## src/verilog/sptm_pkg.sv

```systemverilog
// constants shared by the supervision timer design files
// assumes a single 25 MHz system clock and an APB register slave
package sptm_pkg;

    // ------------------------------------------------------------
    // clock and bus
    // ------------------------------------------------------------
    localparam int          CLK_PERIOD_NS   = 40;
    localparam int          APB_ADDR_W      = 12;
    localparam int          APB_DATA_W      = 32;
    localparam int          REG_W           = 8;

    // ------------------------------------------------------------
    // register map (byte addresses)
    // ------------------------------------------------------------
    localparam logic [11:0] CTRL_ADDR       = 12'h060;
    localparam logic [11:0] CAUSE_ADDR      = 12'h064;

    // ------------------------------------------------------------
    // timer_control_register fields
    // ------------------------------------------------------------
    localparam int          IRQ_FLAG_BIT    = 7;
    localparam int          IRQ_EN_BIT      = 6;
    localparam int          PER3_BIT        = 5;
    localparam int          UNLOCK_BIT      = 4;
    localparam int          RST_EN_BIT      = 3;
    localparam int          PER_LO_MSB      = 2;
    localparam int          PER_LO_LSB      = 0;

    // ------------------------------------------------------------
    // reset_cause_register fields
    // ------------------------------------------------------------
    localparam int          CAUSE_TIMEOUT_BIT = 3;
    localparam int          CAUSE_SUPPLY_BIT  = 2;
    localparam int          CAUSE_PIN_BIT     = 1;
    localparam int          CAUSE_POWER_BIT   = 0;
    localparam logic [3:0]  CAUSE_UNUSED_RD   = 4'h0;

    // ------------------------------------------------------------
    // reset values and timing
    // ------------------------------------------------------------
    localparam logic [3:0]  PERIOD_RST      = 4'h0;
    localparam logic [3:0]  PERIOD_MAX      = 4'h9;
    localparam logic [2:0]  UNLOCK_CYCLES   = 3'h4;
    localparam int          OSC_RATE_HZ     = 128000;
    localparam int          BASE_OSC_CYCLES = 2048;
    localparam int          COUNT_W         = 21;

endpackage

```

## src/verilog/sptm_osc_sync.sv

```systemverilog
// oscillator pin synchroniser: turns the free running 128 kHz input
// into a one-cycle tick per rising edge in the system clock domain
// assumes the oscillator is far slower than CLK
`timescale 1ns/1ps
module sptm_osc_sync (
    input  wire logic CLK,
    input  wire logic RESET,
    input  wire logic OSC_IN,
    output logic      TICK
);
    import sptm_pkg::*;

    typedef struct packed {
        logic s1;
        logic s2;
        logic s3;
        logic level;
        logic tick;
    } sptm_sync_t;

    sptm_sync_t s_q;
    sptm_sync_t s_d;

    // ------------------------------------------------------------
    // three stage capture, level accepted once stages 2 and 3 agree
    // ------------------------------------------------------------
    always_comb begin
        s_d       = s_q;
        s_d.s1    = OSC_IN;
        s_d.s2    = s_q.s1;
        s_d.s3    = s_q.s2;
        s_d.tick  = 1'b0;
        if (s_q.s2 == s_q.s3) begin
            s_d.level = s_q.s3;
            s_d.tick  = s_q.s3 & ~s_q.level;
        end
        if (RESET) begin
            s_d = '0;
        end
    end

    always_ff @(posedge CLK) begin
        s_q <= s_d;
    end

    assign TICK = s_q.tick;

endmodule

```

## src/verilog/sptm_supervision_timer.sv

```systemverilog
// supervision timer with reset cause flags, registers on APB
// assumes: OSC_128K is a free running pin from the on-chip oscillator,
// reset event inputs are one-cycle pulses on CLK, ALWAYS_ON_FUSE is static
//
// Behaviour
// counter advances on ticks of the separate 128 kHz oscillator
// time-out gives interrupt, reset or both by active mode
// restart command clears the counter to zero
// interrupt mode: expiry sets irq flag only, usable as wake-up
// reset mode: expiry requests a system reset
// combined mode: first expiry interrupts, vector then leaves interrupt mode for reset mode
// always-on fuse forces reset enable to one, irq enable to zero
// software opens a change by writing unlock and reset enable together
// reset enable clear or period change only in the four cycle window
// time-out selectable from 16 ms up to 8 s
// software should restart before shortening the period
// timeout cause set by watchdog reset, cleared by power-up or zero write
// supply drop cause set by brown-out, cleared by power-up or zero write
// pin cause set by external reset, cleared by power-up or zero write
// power-up cause set by power-on, cleared only by zero write
// cause register bits 7 to 4 read zero
// control register layout at 0x60, fields reset to zero
// after a watchdog reset the timer stays enabled
// init code should clear timeout cause and reset enable
// software should read then clear cause register early
// reset enable reads one and cannot clear while timeout cause set
// unlock bit clears itself four cycles after being written
// period code n selects 2048 shl n oscillator cycles, 10-15 reserved
// expiry sets irq flag; vector or writing one clears it
// oscillator edges cross safely into the system clock domain
//
// Chosen here: register access over APB.
`timescale 1ns/1ps
module sptm_supervision_timer #(
    parameter int BASE_CYCLES = sptm_pkg::BASE_OSC_CYCLES
) (
    input  wire logic                            CLK,
    input  wire logic                            RESET,
    input  wire logic                            POWERUP_RST,
    input  wire logic                            PIN_RST_EVENT,
    input  wire logic                            SUPPLY_DROP_EVENT,
    input  wire logic                            ALWAYS_ON_FUSE,
    input  wire logic                            OSC_128K,
    input  wire logic                            RESTART,
    input  wire logic                            IRQ_ACK,
    input  wire logic                            PSEL,
    input  wire logic                            PENABLE,
    input  wire logic                            PWRITE,
    input  wire logic [sptm_pkg::APB_ADDR_W-1:0] PADDR,
    input  wire logic [sptm_pkg::APB_DATA_W-1:0] PWDATA,
    output logic      [sptm_pkg::APB_DATA_W-1:0] PRDATA,
    output logic                                 PREADY,
    output logic                                 PSLVERR,
    output logic                                 TIMEOUT_IRQ,
    output logic                                 SYS_RESET_REQ
);
    import sptm_pkg::*;

    // ------------------------------------------------------------
    // state
    // ------------------------------------------------------------
    typedef struct packed {
        logic               irq_flag;
        logic               irq_en;
        logic               rst_en;
        logic [3:0]         period;
        logic [2:0]         unlock_cnt;
        logic [COUNT_W-1:0] count;
        logic               cause_timeout;
        logic               cause_supply;
        logic               cause_pin;
        logic               cause_power;
        logic               pready;
        logic               pslverr;
        logic [REG_W-1:0]   prdata;
        logic               sys_rst;
        logic               irq_out;
    } sptm_state_t;

    sptm_state_t s_q;
    sptm_state_t s_d;

    logic osc_tick;

    // ------------------------------------------------------------
    // oscillator edge capture
    // ------------------------------------------------------------
    sptm_osc_sync u_osc_sync (
        .CLK    (CLK),
        .RESET  (RESET),
        .OSC_IN (OSC_128K),
        .TICK   (osc_tick)
    );

    // ------------------------------------------------------------
    // derived control
    // ------------------------------------------------------------
    logic               eff_rst_en;
    logic               eff_irq_en;
    logic               running;
    logic               unlock_open;
    logic [3:0]         period_use;
    logic [COUNT_W-1:0] limit;
    logic [COUNT_W-1:0] count_inc;
    logic [REG_W-1:0]   ctrl_rd;
    logic [REG_W-1:0]   cause_rd;
    logic               hit_ctrl;
    logic               hit_cause;
    logic               apb_acc;
    logic               apb_commit;
    logic [REG_W-1:0]   wd;

    // effective mode bits; fuse overrides both stored bits, timeout cause only the reset enable
    always_comb begin
        eff_rst_en  = s_q.rst_en | s_q.cause_timeout | ALWAYS_ON_FUSE;
        eff_irq_en  = s_q.irq_en & ~ALWAYS_ON_FUSE;
        running     = eff_rst_en | eff_irq_en;
        unlock_open = (s_q.unlock_cnt != 3'h0);
        // reserved codes behave as the longest period rather than wrapping
        period_use  = (s_q.period > PERIOD_MAX) ? PERIOD_MAX : s_q.period;
        limit       = COUNT_W'(BASE_CYCLES) << period_use;
        count_inc   = s_q.count + COUNT_W'(1);
    end

    // register read images
    always_comb begin
        ctrl_rd                        = '0;
        ctrl_rd[IRQ_FLAG_BIT]          = s_q.irq_flag;
        ctrl_rd[IRQ_EN_BIT]            = eff_irq_en;
        ctrl_rd[PER3_BIT]              = s_q.period[3];
        ctrl_rd[UNLOCK_BIT]            = unlock_open;
        ctrl_rd[RST_EN_BIT]            = eff_rst_en;
        ctrl_rd[PER_LO_MSB:PER_LO_LSB] = s_q.period[2:0];
        cause_rd                       = {CAUSE_UNUSED_RD,
                                          s_q.cause_timeout,
                                          s_q.cause_supply,
                                          s_q.cause_pin,
                                          s_q.cause_power};
    end

    // bus decode; a write lands only at the edge where pready is seen high
    always_comb begin
        hit_ctrl   = (PADDR == CTRL_ADDR);
        hit_cause  = (PADDR == CAUSE_ADDR);
        apb_acc    = PSEL & PENABLE;
        apb_commit = apb_acc & s_q.pready & PWRITE;
        wd         = PWDATA[REG_W-1:0];
    end

    // ------------------------------------------------------------
    // next state
    // ------------------------------------------------------------
    always_comb begin
        s_d         = s_q;
        s_d.pready  = 1'b0;
        s_d.pslverr = 1'b0;
        s_d.sys_rst = 1'b0;

        // apb access phase: one wait state, then data and ready from flops
        if (apb_acc & ~s_q.pready) begin
            s_d.pready  = 1'b1;
            s_d.pslverr = ~(hit_ctrl | hit_cause);
            s_d.prdata  = hit_ctrl ? ctrl_rd : (hit_cause ? cause_rd : '0);
        end

        // unlock window counts down by itself
        if (unlock_open) begin
            s_d.unlock_cnt = s_q.unlock_cnt - 3'h1;
        end

        // control register write
        if (apb_commit & hit_ctrl) begin
            if (wd[IRQ_FLAG_BIT]) begin
                s_d.irq_flag = 1'b0;
            end
            s_d.irq_en = wd[IRQ_EN_BIT];
            if (wd[UNLOCK_BIT] & wd[RST_EN_BIT]) begin
                // unlock request; also sets reset enable as written
                s_d.unlock_cnt = UNLOCK_CYCLES;
                s_d.rst_en     = 1'b1;
            end else if (unlock_open & ~wd[UNLOCK_BIT]) begin
                // the one write inside the window may clear and re-period
                s_d.rst_en = wd[RST_EN_BIT];
                s_d.period = {wd[PER3_BIT], wd[PER_LO_MSB:PER_LO_LSB]};
            end else if (wd[RST_EN_BIT]) begin
                s_d.rst_en = 1'b1;
            end
        end

        // cause register write: a zero clears, a one leaves the flag alone
        if (apb_commit & hit_cause) begin
            s_d.cause_timeout = s_q.cause_timeout & wd[CAUSE_TIMEOUT_BIT];
            s_d.cause_supply  = s_q.cause_supply & wd[CAUSE_SUPPLY_BIT];
            s_d.cause_pin     = s_q.cause_pin & wd[CAUSE_PIN_BIT];
            s_d.cause_power   = s_q.cause_power & wd[CAUSE_POWER_BIT];
        end

        // interrupt vector taken; in combined mode drop back to reset mode
        if (IRQ_ACK) begin
            s_d.irq_flag = 1'b0;
            if (eff_rst_en) begin
                s_d.irq_en = 1'b0;
            end
        end

        // counter; a shortened period expires at once on the next tick
        if (RESTART | ~running) begin
            s_d.count = '0;
        end else if (osc_tick) begin
            if (count_inc >= limit) begin
                s_d.count = '0;
                if (eff_irq_en & ~eff_rst_en) begin
                    s_d.irq_flag = 1'b1;
                end else if (eff_irq_en & eff_rst_en & ~s_q.irq_flag) begin
                    s_d.irq_flag = 1'b1;
                end else begin
                    s_d.sys_rst       = 1'b1;
                    s_d.cause_timeout = 1'b1;
                end
            end else begin
                s_d.count = count_inc;
            end
        end

        // reset source events; placed after the cause write so a set beats a zero write
        if (PIN_RST_EVENT) begin
            s_d.cause_pin = 1'b1;
        end
        if (SUPPLY_DROP_EVENT) begin
            s_d.cause_supply = 1'b1;
        end

        // system reset returns control to defaults, cause flags survive
        if (RESET) begin
            s_d.irq_flag   = 1'b0;
            s_d.irq_en     = 1'b0;
            s_d.rst_en     = 1'b0;
            s_d.period     = PERIOD_RST;
            s_d.unlock_cnt = '0;
            s_d.count      = '0;
            s_d.pready     = 1'b0;
            s_d.pslverr    = 1'b0;
            s_d.prdata     = '0;
            s_d.sys_rst    = 1'b0;
        end

        // power-up clears everything and records itself
        if (POWERUP_RST) begin
            s_d             = '0;
            s_d.period      = PERIOD_RST;
            s_d.cause_power = 1'b1;
        end

        // a latched timeout cause keeps reset mode alive through reset
        if (s_d.cause_timeout | ALWAYS_ON_FUSE) begin
            s_d.rst_en = 1'b1;
        end
        if (ALWAYS_ON_FUSE) begin
            s_d.irq_en = 1'b0;
        end

        // interrupt line follows flag gated by enable
        s_d.irq_out = s_d.irq_flag & s_d.irq_en;
    end

    // ------------------------------------------------------------
    // state register
    // ------------------------------------------------------------
    always_ff @(posedge CLK) begin
        s_q <= s_d;
    end

    // ------------------------------------------------------------
    // outputs, all from flops
    // ------------------------------------------------------------
    assign PRDATA        = {{(APB_DATA_W-REG_W){1'b0}}, s_q.prdata};
    assign PREADY        = s_q.pready;
    assign PSLVERR       = s_q.pslverr;
    assign TIMEOUT_IRQ   = s_q.irq_out;
    assign SYS_RESET_REQ = s_q.sys_rst;

endmodule

```

## config.mk

```make
export PLATFORM = sky130hd
export DESIGN_NAME = sptm_supervision_timer
export DESIGN_NICKNAME = d
export VERILOG_FILES = /design/src/verilog/sptm_pkg.sv /design/src/verilog/sptm_osc_sync.sv /design/src/verilog/sptm_supervision_timer.sv
export SDC_FILE = /design/constraint.sdc
export NUM_CORES = 1
export LEC_CHECK = 0
export BUFFER_PORTS_ARGS = -buffer_cell sky130_fd_sc_hd__buf_2
export CORE_MARGIN = 2
export CORE_UTILIZATION = 52
export DETAILED_ROUTE_END_ITERATION = 7
export PLACE_DENSITY = 0.77
export SLEW_MARGIN = 20
export SYNTH_ARGS = -nofsm -noshare
export SYNTH_HDL_FRONTEND = slang
export SYNTH_SLANG_ARGS = --single-unit
```

## constraint.sdc

```tcl
create_clock -name CLK -period 5 [get_ports CLK]
set_clock_uncertainty 0.15 [all_clocks]
set_input_delay 0.25 -clock CLK [delete_from_list [all_inputs] [get_ports CLK]]
set_output_delay 0.25 -clock CLK [all_outputs]
set_load 0.01 [all_outputs]
```

# Yosys cells after proc, flatten, opt, wreduce, memory -nomap -nowiden

Index checks and enable logic that the tools add are counted.

Magnitude comparators: 2
Bitwise gates (word level): 37
Equal/unequal tests: 3
Shifts and indexed selects: 1
Add/subtract/negate cells: 2
Mux-type cells: 39
Reductions and logical operators: 12

Operator list:

| cell                                                 | number |
|---|---|
| two-way mux 47 bit                                   | 1 |
| two-way mux 21 bit                                   | 2 |
| two-way mux 31 bit                                   | 1 |
| == test 12 x 7 -> 1 bit, second input constant       | 2 |
| two-way mux 1 bit                                    | 22 |
| two-way mux 22 bit                                   | 1 |
| adder 21 x 1 -> 21 bit, second input constant        | 1 |
| >= comparator 21 bit                                 | 1 |
| << shifter 12 x 4 -> 21 bit, first input constant    | 1 |
| two-way mux 10 bit                                   | 2 |
| two-way mux 4 bit                                    | 5 |
| AND 1 bit                                            | 18 |
| NOT 1 bit                                            | 13 |
| two-way mux 11 bit                                   | 1 |
| two-way mux 8 bit                                    | 1 |
| two-way mux 3 bit                                    | 2 |
| bitwise OR 1 bit                                     | 6 |
| nonzero test 3 bit                                   | 2 |
| OR reduction 3 bit                                   | 2 |
| OR reduction 6 bit                                   | 1 |
| nonzero test 5 bit                                   | 1 |
| greater-than comparator 4 bit, second input constant | 1 |
| nonzero test 2 bit                                   | 2 |
| OR reduction 2 bit                                   | 2 |
| 5 further kinds                                      | 5 |

Output and inout bits: 36
Word-level logic and storage cells: 116
Register bits: 52

# Longest topological paths before layout

Depth in word-level cells: 16
Depth in mapped cells: 12
Gate-level depth less buffers: 11

# Cells and area by module

A second synthesis with hierarchy kept.

Cell total of the unflattened synthesis: 348
Area, all modules: 2984.1 sq um

Modules (own cells, without submodules):

| module                 | area an instance (sq um) | cells an instance | seq. area each (sq um) | times used |
|---|---|---|---|---|
| sptm_supervision_timer | 2835.2                   | 336               | 940.9                  | 1 |
| sptm_osc_sync          | 148.9                    | 12                | 100.1                  | 1 |

# Least setup slack after synthesis

No wires, ideal clock.

Path kind: register to register
From: register s_q[16] (netlist bit)
To: register s_q[44] (netlist bit)
Setup time: 134 ps
Setup slack: 1531 ps
Arrival: 3185 ps
Path buffers: 0
Period minus slack after synthesis: 3469 ps
Cell stages (with the launch flop): 12
Cell sequence: dfxtp_1 ha_1 nand3_1 nor4_4 nand3_1 xnor2_1 ha_1 a21oi_1 o21ai_0 a211o_1 a41o_1 or4_1

RTL lines:

| what                     | line                          | RTL |
|---|---|---|
| start: declaration       | sptm_supervision_timer.sv:80  | `sptm_state_t s_q;` |
| start signal: assignment | sptm_supervision_timer.sv:270 | `s_q <= s_d;` |

# Final worst setup path

From: register s_q[16] (netlist bit)
To: register s_q[35] (netlist bit)

Cells in the longest elaborated chain, start to end: 3

RTL lines:

| what                     | line                          | RTL |
|---|---|---|
| adder 21 x 1 -> 21 bit * | sptm_supervision_timer.sv:122 | `count_inc = s_q.count + COUNT_W'(1);` |
| >= comparator 21 bit     | sptm_supervision_timer.sv:210 | `if (count_inc >= limit) begin` |
| two-way mux 21 bit *     | sptm_supervision_timer.sv:210 |  |

Every way passes the cells marked *; elsewhere a longest branch is shown, timed or not.
A chain may end at the register's enable or synchronous reset.

==> load_flow_metrics.sql <==
INSERT INTO impl_metrics (metric_group, metric, value, unit) VALUES
('outcome', 'outcome', 'complete, no violations', ''),
('power', 'power.internal', '540.2', 'uW'),
('timing', 'rsz0062_at_grt', 'false', ''),
('placed_design', 'place.gp.congestion', '0.8227', ''),
('die', 'die_x', '81.67', 'um'),
('critical_path', 'critical_path.startpoint_type', 'register', ''),
('clock_network', 'clk-insertion-delay-late', '310', 'ps'),
('drt', 'remaining_drc_errors', '0', ''),
('logic_synthesis', 'post_synth.cell_area_avg', '8.320', 'um^2'),
('logic_synthesis', 'postSynth.topFlopCell', 'sky130_fd_sc_hd__dfxtp_1', ''),
('critical_path', 'slowest_cell_delay_on_critical_path', '580', 'ps'),
('timing', 'timing.final.hold_violations', '0', ''),
('die', 'placeableCoreArea', '5886', 'um^2'),
('critical_path', 'timing_worst_setup_path_type', 'reg2reg', ''),
('timing', 'achievable-frequency', '247.6', 'MHz'),
('drt', 'initialDrtViolationCount', '151', ''),
('timing', 'tightestPinTransition', '871.0', 'ps'),
('logic_synthesis', 'post-synth-top-area-fraction', '0.3319', ''),
('clock_network', 'tritoncts_num_sinks', '52', ''),
('clock_network', 'numCtsBuffers', '5', ''),
('drt', 'drt_wl_total', '6663', 'um'),
('logic_synthesis', 'synth-edff-count', '0', ''),
('timing', 'finalHoldWorstSlack', '20.58', 'ps'),
('logic_synthesis', 'syn-cell-area', '3137', 'um^2'),
('logic_synthesis', 'synth_sequential_area_ratio', '0.3319', ''),
('critical_path', 'cp.arrival', '4070', 'ps'),
('timing', 'final-setup-viol-count', '0', ''),
('critical_path', 'crit_cells', '12', ''),
('drt', 'final_antenna_net_count', '0', ''),
('timing', 'final_period_minus_worst_setup_slack', '4038', 'ps'),
('critical_path', 'reg2reg_depth', '12', ''),
('critical_path', 'r2r_end', 's_q[35]', ''),
('logic_synthesis', 'post_synth_inst_count', '377', ''),
('global_route', 'vias_in_the_first_global_route', '2337', ''),
('logic_synthesis', 'synth.top_cells.by_area', 'sky130_fd_sc_hd__dfxtp_1 (33%), sky130_fd_sc_hd__buf_4 (7.7%), sky130_fd_sc_hd__ha_1 (5.2%)', ''),
('die', 'floorplan.io_pins', '92', ''),
('flow_run', 'drv.max_cap_violation_count', '0', ''),
('global_route', 'grt_antenna_before_repair', '0', ''),
('layout', 'final_util', '0.5744', ''),
('critical_path', 'critical-path-top-delay-family', 'simple AND/OR/NAND/NOR gates', ''),
('placed_design', 'dp.final_hpwl', '4840', 'um'),
('global_route', 'grt_max_degree', '25', ''),
('drt', 'vias_per_cell', '5.468', ''),
('critical_path', 'end_kind', 'register', ''),
('timing', 'maxSlewViolCount', '0', ''),
('drt', 'drt-wirelength-per-cell', '13.63', 'um'),
('timing', 'final.period_utilization', '0.8077', ''),
('critical_path', 'worst-r2r-setup-slack', '960', 'ps'),
('clock_network', 'post_cts_buffers', '0', ''),
('power', 'leakagePower', '0.001392', 'uW'),
('critical_path', 'crit_path_cell_trace', 'ha_1, nand3_1, nor4_4, nand3_1, xnor2_1, ha_1, nand4_1, a2111oi_0, a211oi_1, buf_4, o21ai_1, nor2_1', ''),
('power', 'share_comb_of_total_power', '0.078', ''),
('global_route', 'grt_overflow', '0', ''),
('logic_synthesis', 'yosysUniqueCellTypes', '56', ''),
('clock_network', 'clk_transition_reported_paths', '90', 'ps'),
('global_route', 'gr-usage-all-layers', '0.1991', ''),
('power', 'switching_power', '181.6', 'uW'),
('critical_path', 'worst_reg2reg_path_startpoint', 's_q[16]', ''),
('global_route', 'grt_first_pass_wirelength', '10510', 'um'),
('placed_design', 'pre_cts_slack', '959.1', 'ps'),
('clock_network', 'tritoncts', 'yes', ''),
('clock_network', 'ctsResizeCount', '0', ''),
('critical_path', 'worstPathRequired', '5030', 'ps'),
('die', 'rows', '28', ''),
('timing', 'final.setup.tns', '0', 'ps'),
('drt', 'drt-pass1-iter-count', '4', ''),
('power', 'sequentialPowerShare', '0.582', ''),
('logic_synthesis', 'synth-warning-count', '0', ''),
('drt', 'route.vias.total', '2674', ''),
('critical_path', 'crit_startpoint', 's_q[16]', ''),
('power', 'pwr-share-clk', '0.341', '');
[worst reg2reg max path: stages, from the launching register on]
cell	delay (ps)
sky130_fd_sc_hd__dfxtp_1	420
sky130_fd_sc_hd__ha_1	220
sky130_fd_sc_hd__nand3_1	240
sky130_fd_sc_hd__nor4_4	570
sky130_fd_sc_hd__nand3_1	220
sky130_fd_sc_hd__xnor2_1	170
sky130_fd_sc_hd__ha_1	320
sky130_fd_sc_hd__nand4_1	140
sky130_fd_sc_hd__a2111oi_0	580
sky130_fd_sc_hd__a211oi_1	110
sky130_fd_sc_hd__buf_4	240
sky130_fd_sc_hd__o21ai_1	430
sky130_fd_sc_hd__nor2_1	100
[layout make-up]
class	count	area [um^2]
Inverter	13	48.80
Multi-Input combinational cell	293	1851
Tap cell	75	93.84
Clock buffer	6	72.57
Fill cell	562	2505
Clock inverter	2	16.27
Sequential cell	52	1041
Timing Repair Buffer	48	257.7
[Yosys cell counts (all sizes together), types with 2 or more instances]
library cell and count:
nor4 4, a32oi 4, nand3b 2, a22oi 2
xor2 8, or4 2, mux2i 13, a211o 2
nand3 29, inv 13, buf 35, nor2b 7
or3 2, nor3 12, nor4b 2, or2 5
dfxtp 52, xnor2 9, o21ai 18, clkbuf 7
nand2 31, and3 9, nand4b 4, a21oi 16
a211oi 3, a31o 3, ha 13, nor2 38
nand4 8, o22ai 2, o211ai 3, a41o 2
a22o 3, nand2b 3
[layer usage]
layer  vias up  wire, um  global-route usage  share of wire
met2        79      3186              0.3434           0.48
met5         -         0                   0              0
li1       1368         -                   -              -
met4         0        27             0.03833         0.0041
met3         4       374             0.03736          0.056
met1      1223      3074              0.2612           0.46
[cell usage in the layout, fill, tap and decap left out, drive strengths merged, types with 3 or more instances in the layout]
cell    Yosys  final
and3        9      9
xnor2       9      9
ha         13     13
conb        1     24
nor4        4      4
or2         5      5
a31o        3      3
nand4b      4      4
nor2       38     38
o21ai      18     18
nand2b      3      3
clkbuf      7      6
xor2        8      8
a21oi      16     16
a32oi       4      4
inv        13     13
nor2b       7      7
a22o        3      3
o211ai      3      3
nand4       8      8
mux2i      13     13
dfxtp      52     52
nor3       12     12
a211oi      3      3
buf        35     46
nand2      31     31
nand3      29     29
[flip-flops by register name (all words and copies together) (netlist names)]
name and flops:
PREADY 1, ctrl_rd 5, u_osc_sync.TICK 1, s_q 26, PRDATA 8, cause_rd 4
TIMEOUT_IRQ 1, PSLVERR 1, SYS_RESET_REQ 1, u_osc_sync.s_q 4
[through the flow]
step / std cells / cell area, um^2
3_3_place_gp: 479 / 3272
6_report: 489 / 3381
2_1_floorplan: 400 / 3223
4_1_cts: 489 / 3381
5_1_grt: 489 / 3381
3_5_place_dp: 479 / 3272
[kinds of logic after synthesis]
group,synth area share
adder cells (fa/ha/maj),0.05186
multiplexers,0.04148
XOR/XNOR,0.04747
buffers and inverters,0.1073
other,0.001196
flip-flops,0.3319
AO/OA/AOI/OAI,0.1372
AND/OR/NAND/NOR,0.2816
[power by group through the flow]
| stage | Combinational [uW] | Sequential, uW | Clock, uW |
|---|---|---|---|
| 2_1_floorplan | 47.4 | 429 | 0 |
| 3_3_place_gp | 53.7 | 429 | 0 |
| 3_5_place_dp | 54.4 | 429 | 0 |
| 4_1_cts | 55.8 | 420 | 251 |
| 5_1_grt | 63.1 | 421 | 270 |
| 6_report | 56.0 | 420 | 246 |
[worst min-delay path by stage]
stage,start,slack [ps],cells after the start,endpoint
6_report,RESET,20,2,u_osc_sync.s_q[1]
5_1_grt,SUPPLY_DROP_EVENT,30,3,cause_rd[2]
4_1_cts,RESET,20,2,u_osc_sync.s_q[1]
3_5_place_dp,u_osc_sync.s_q[4],280,1,u_osc_sync.s_q[3]
3_3_place_gp,u_osc_sync.s_q[4],270,1,u_osc_sync.s_q[3]
2_1_floorplan,POWERUP_RST,170,1,cause_rd[1]
Power figures use the tool's default switching activity.
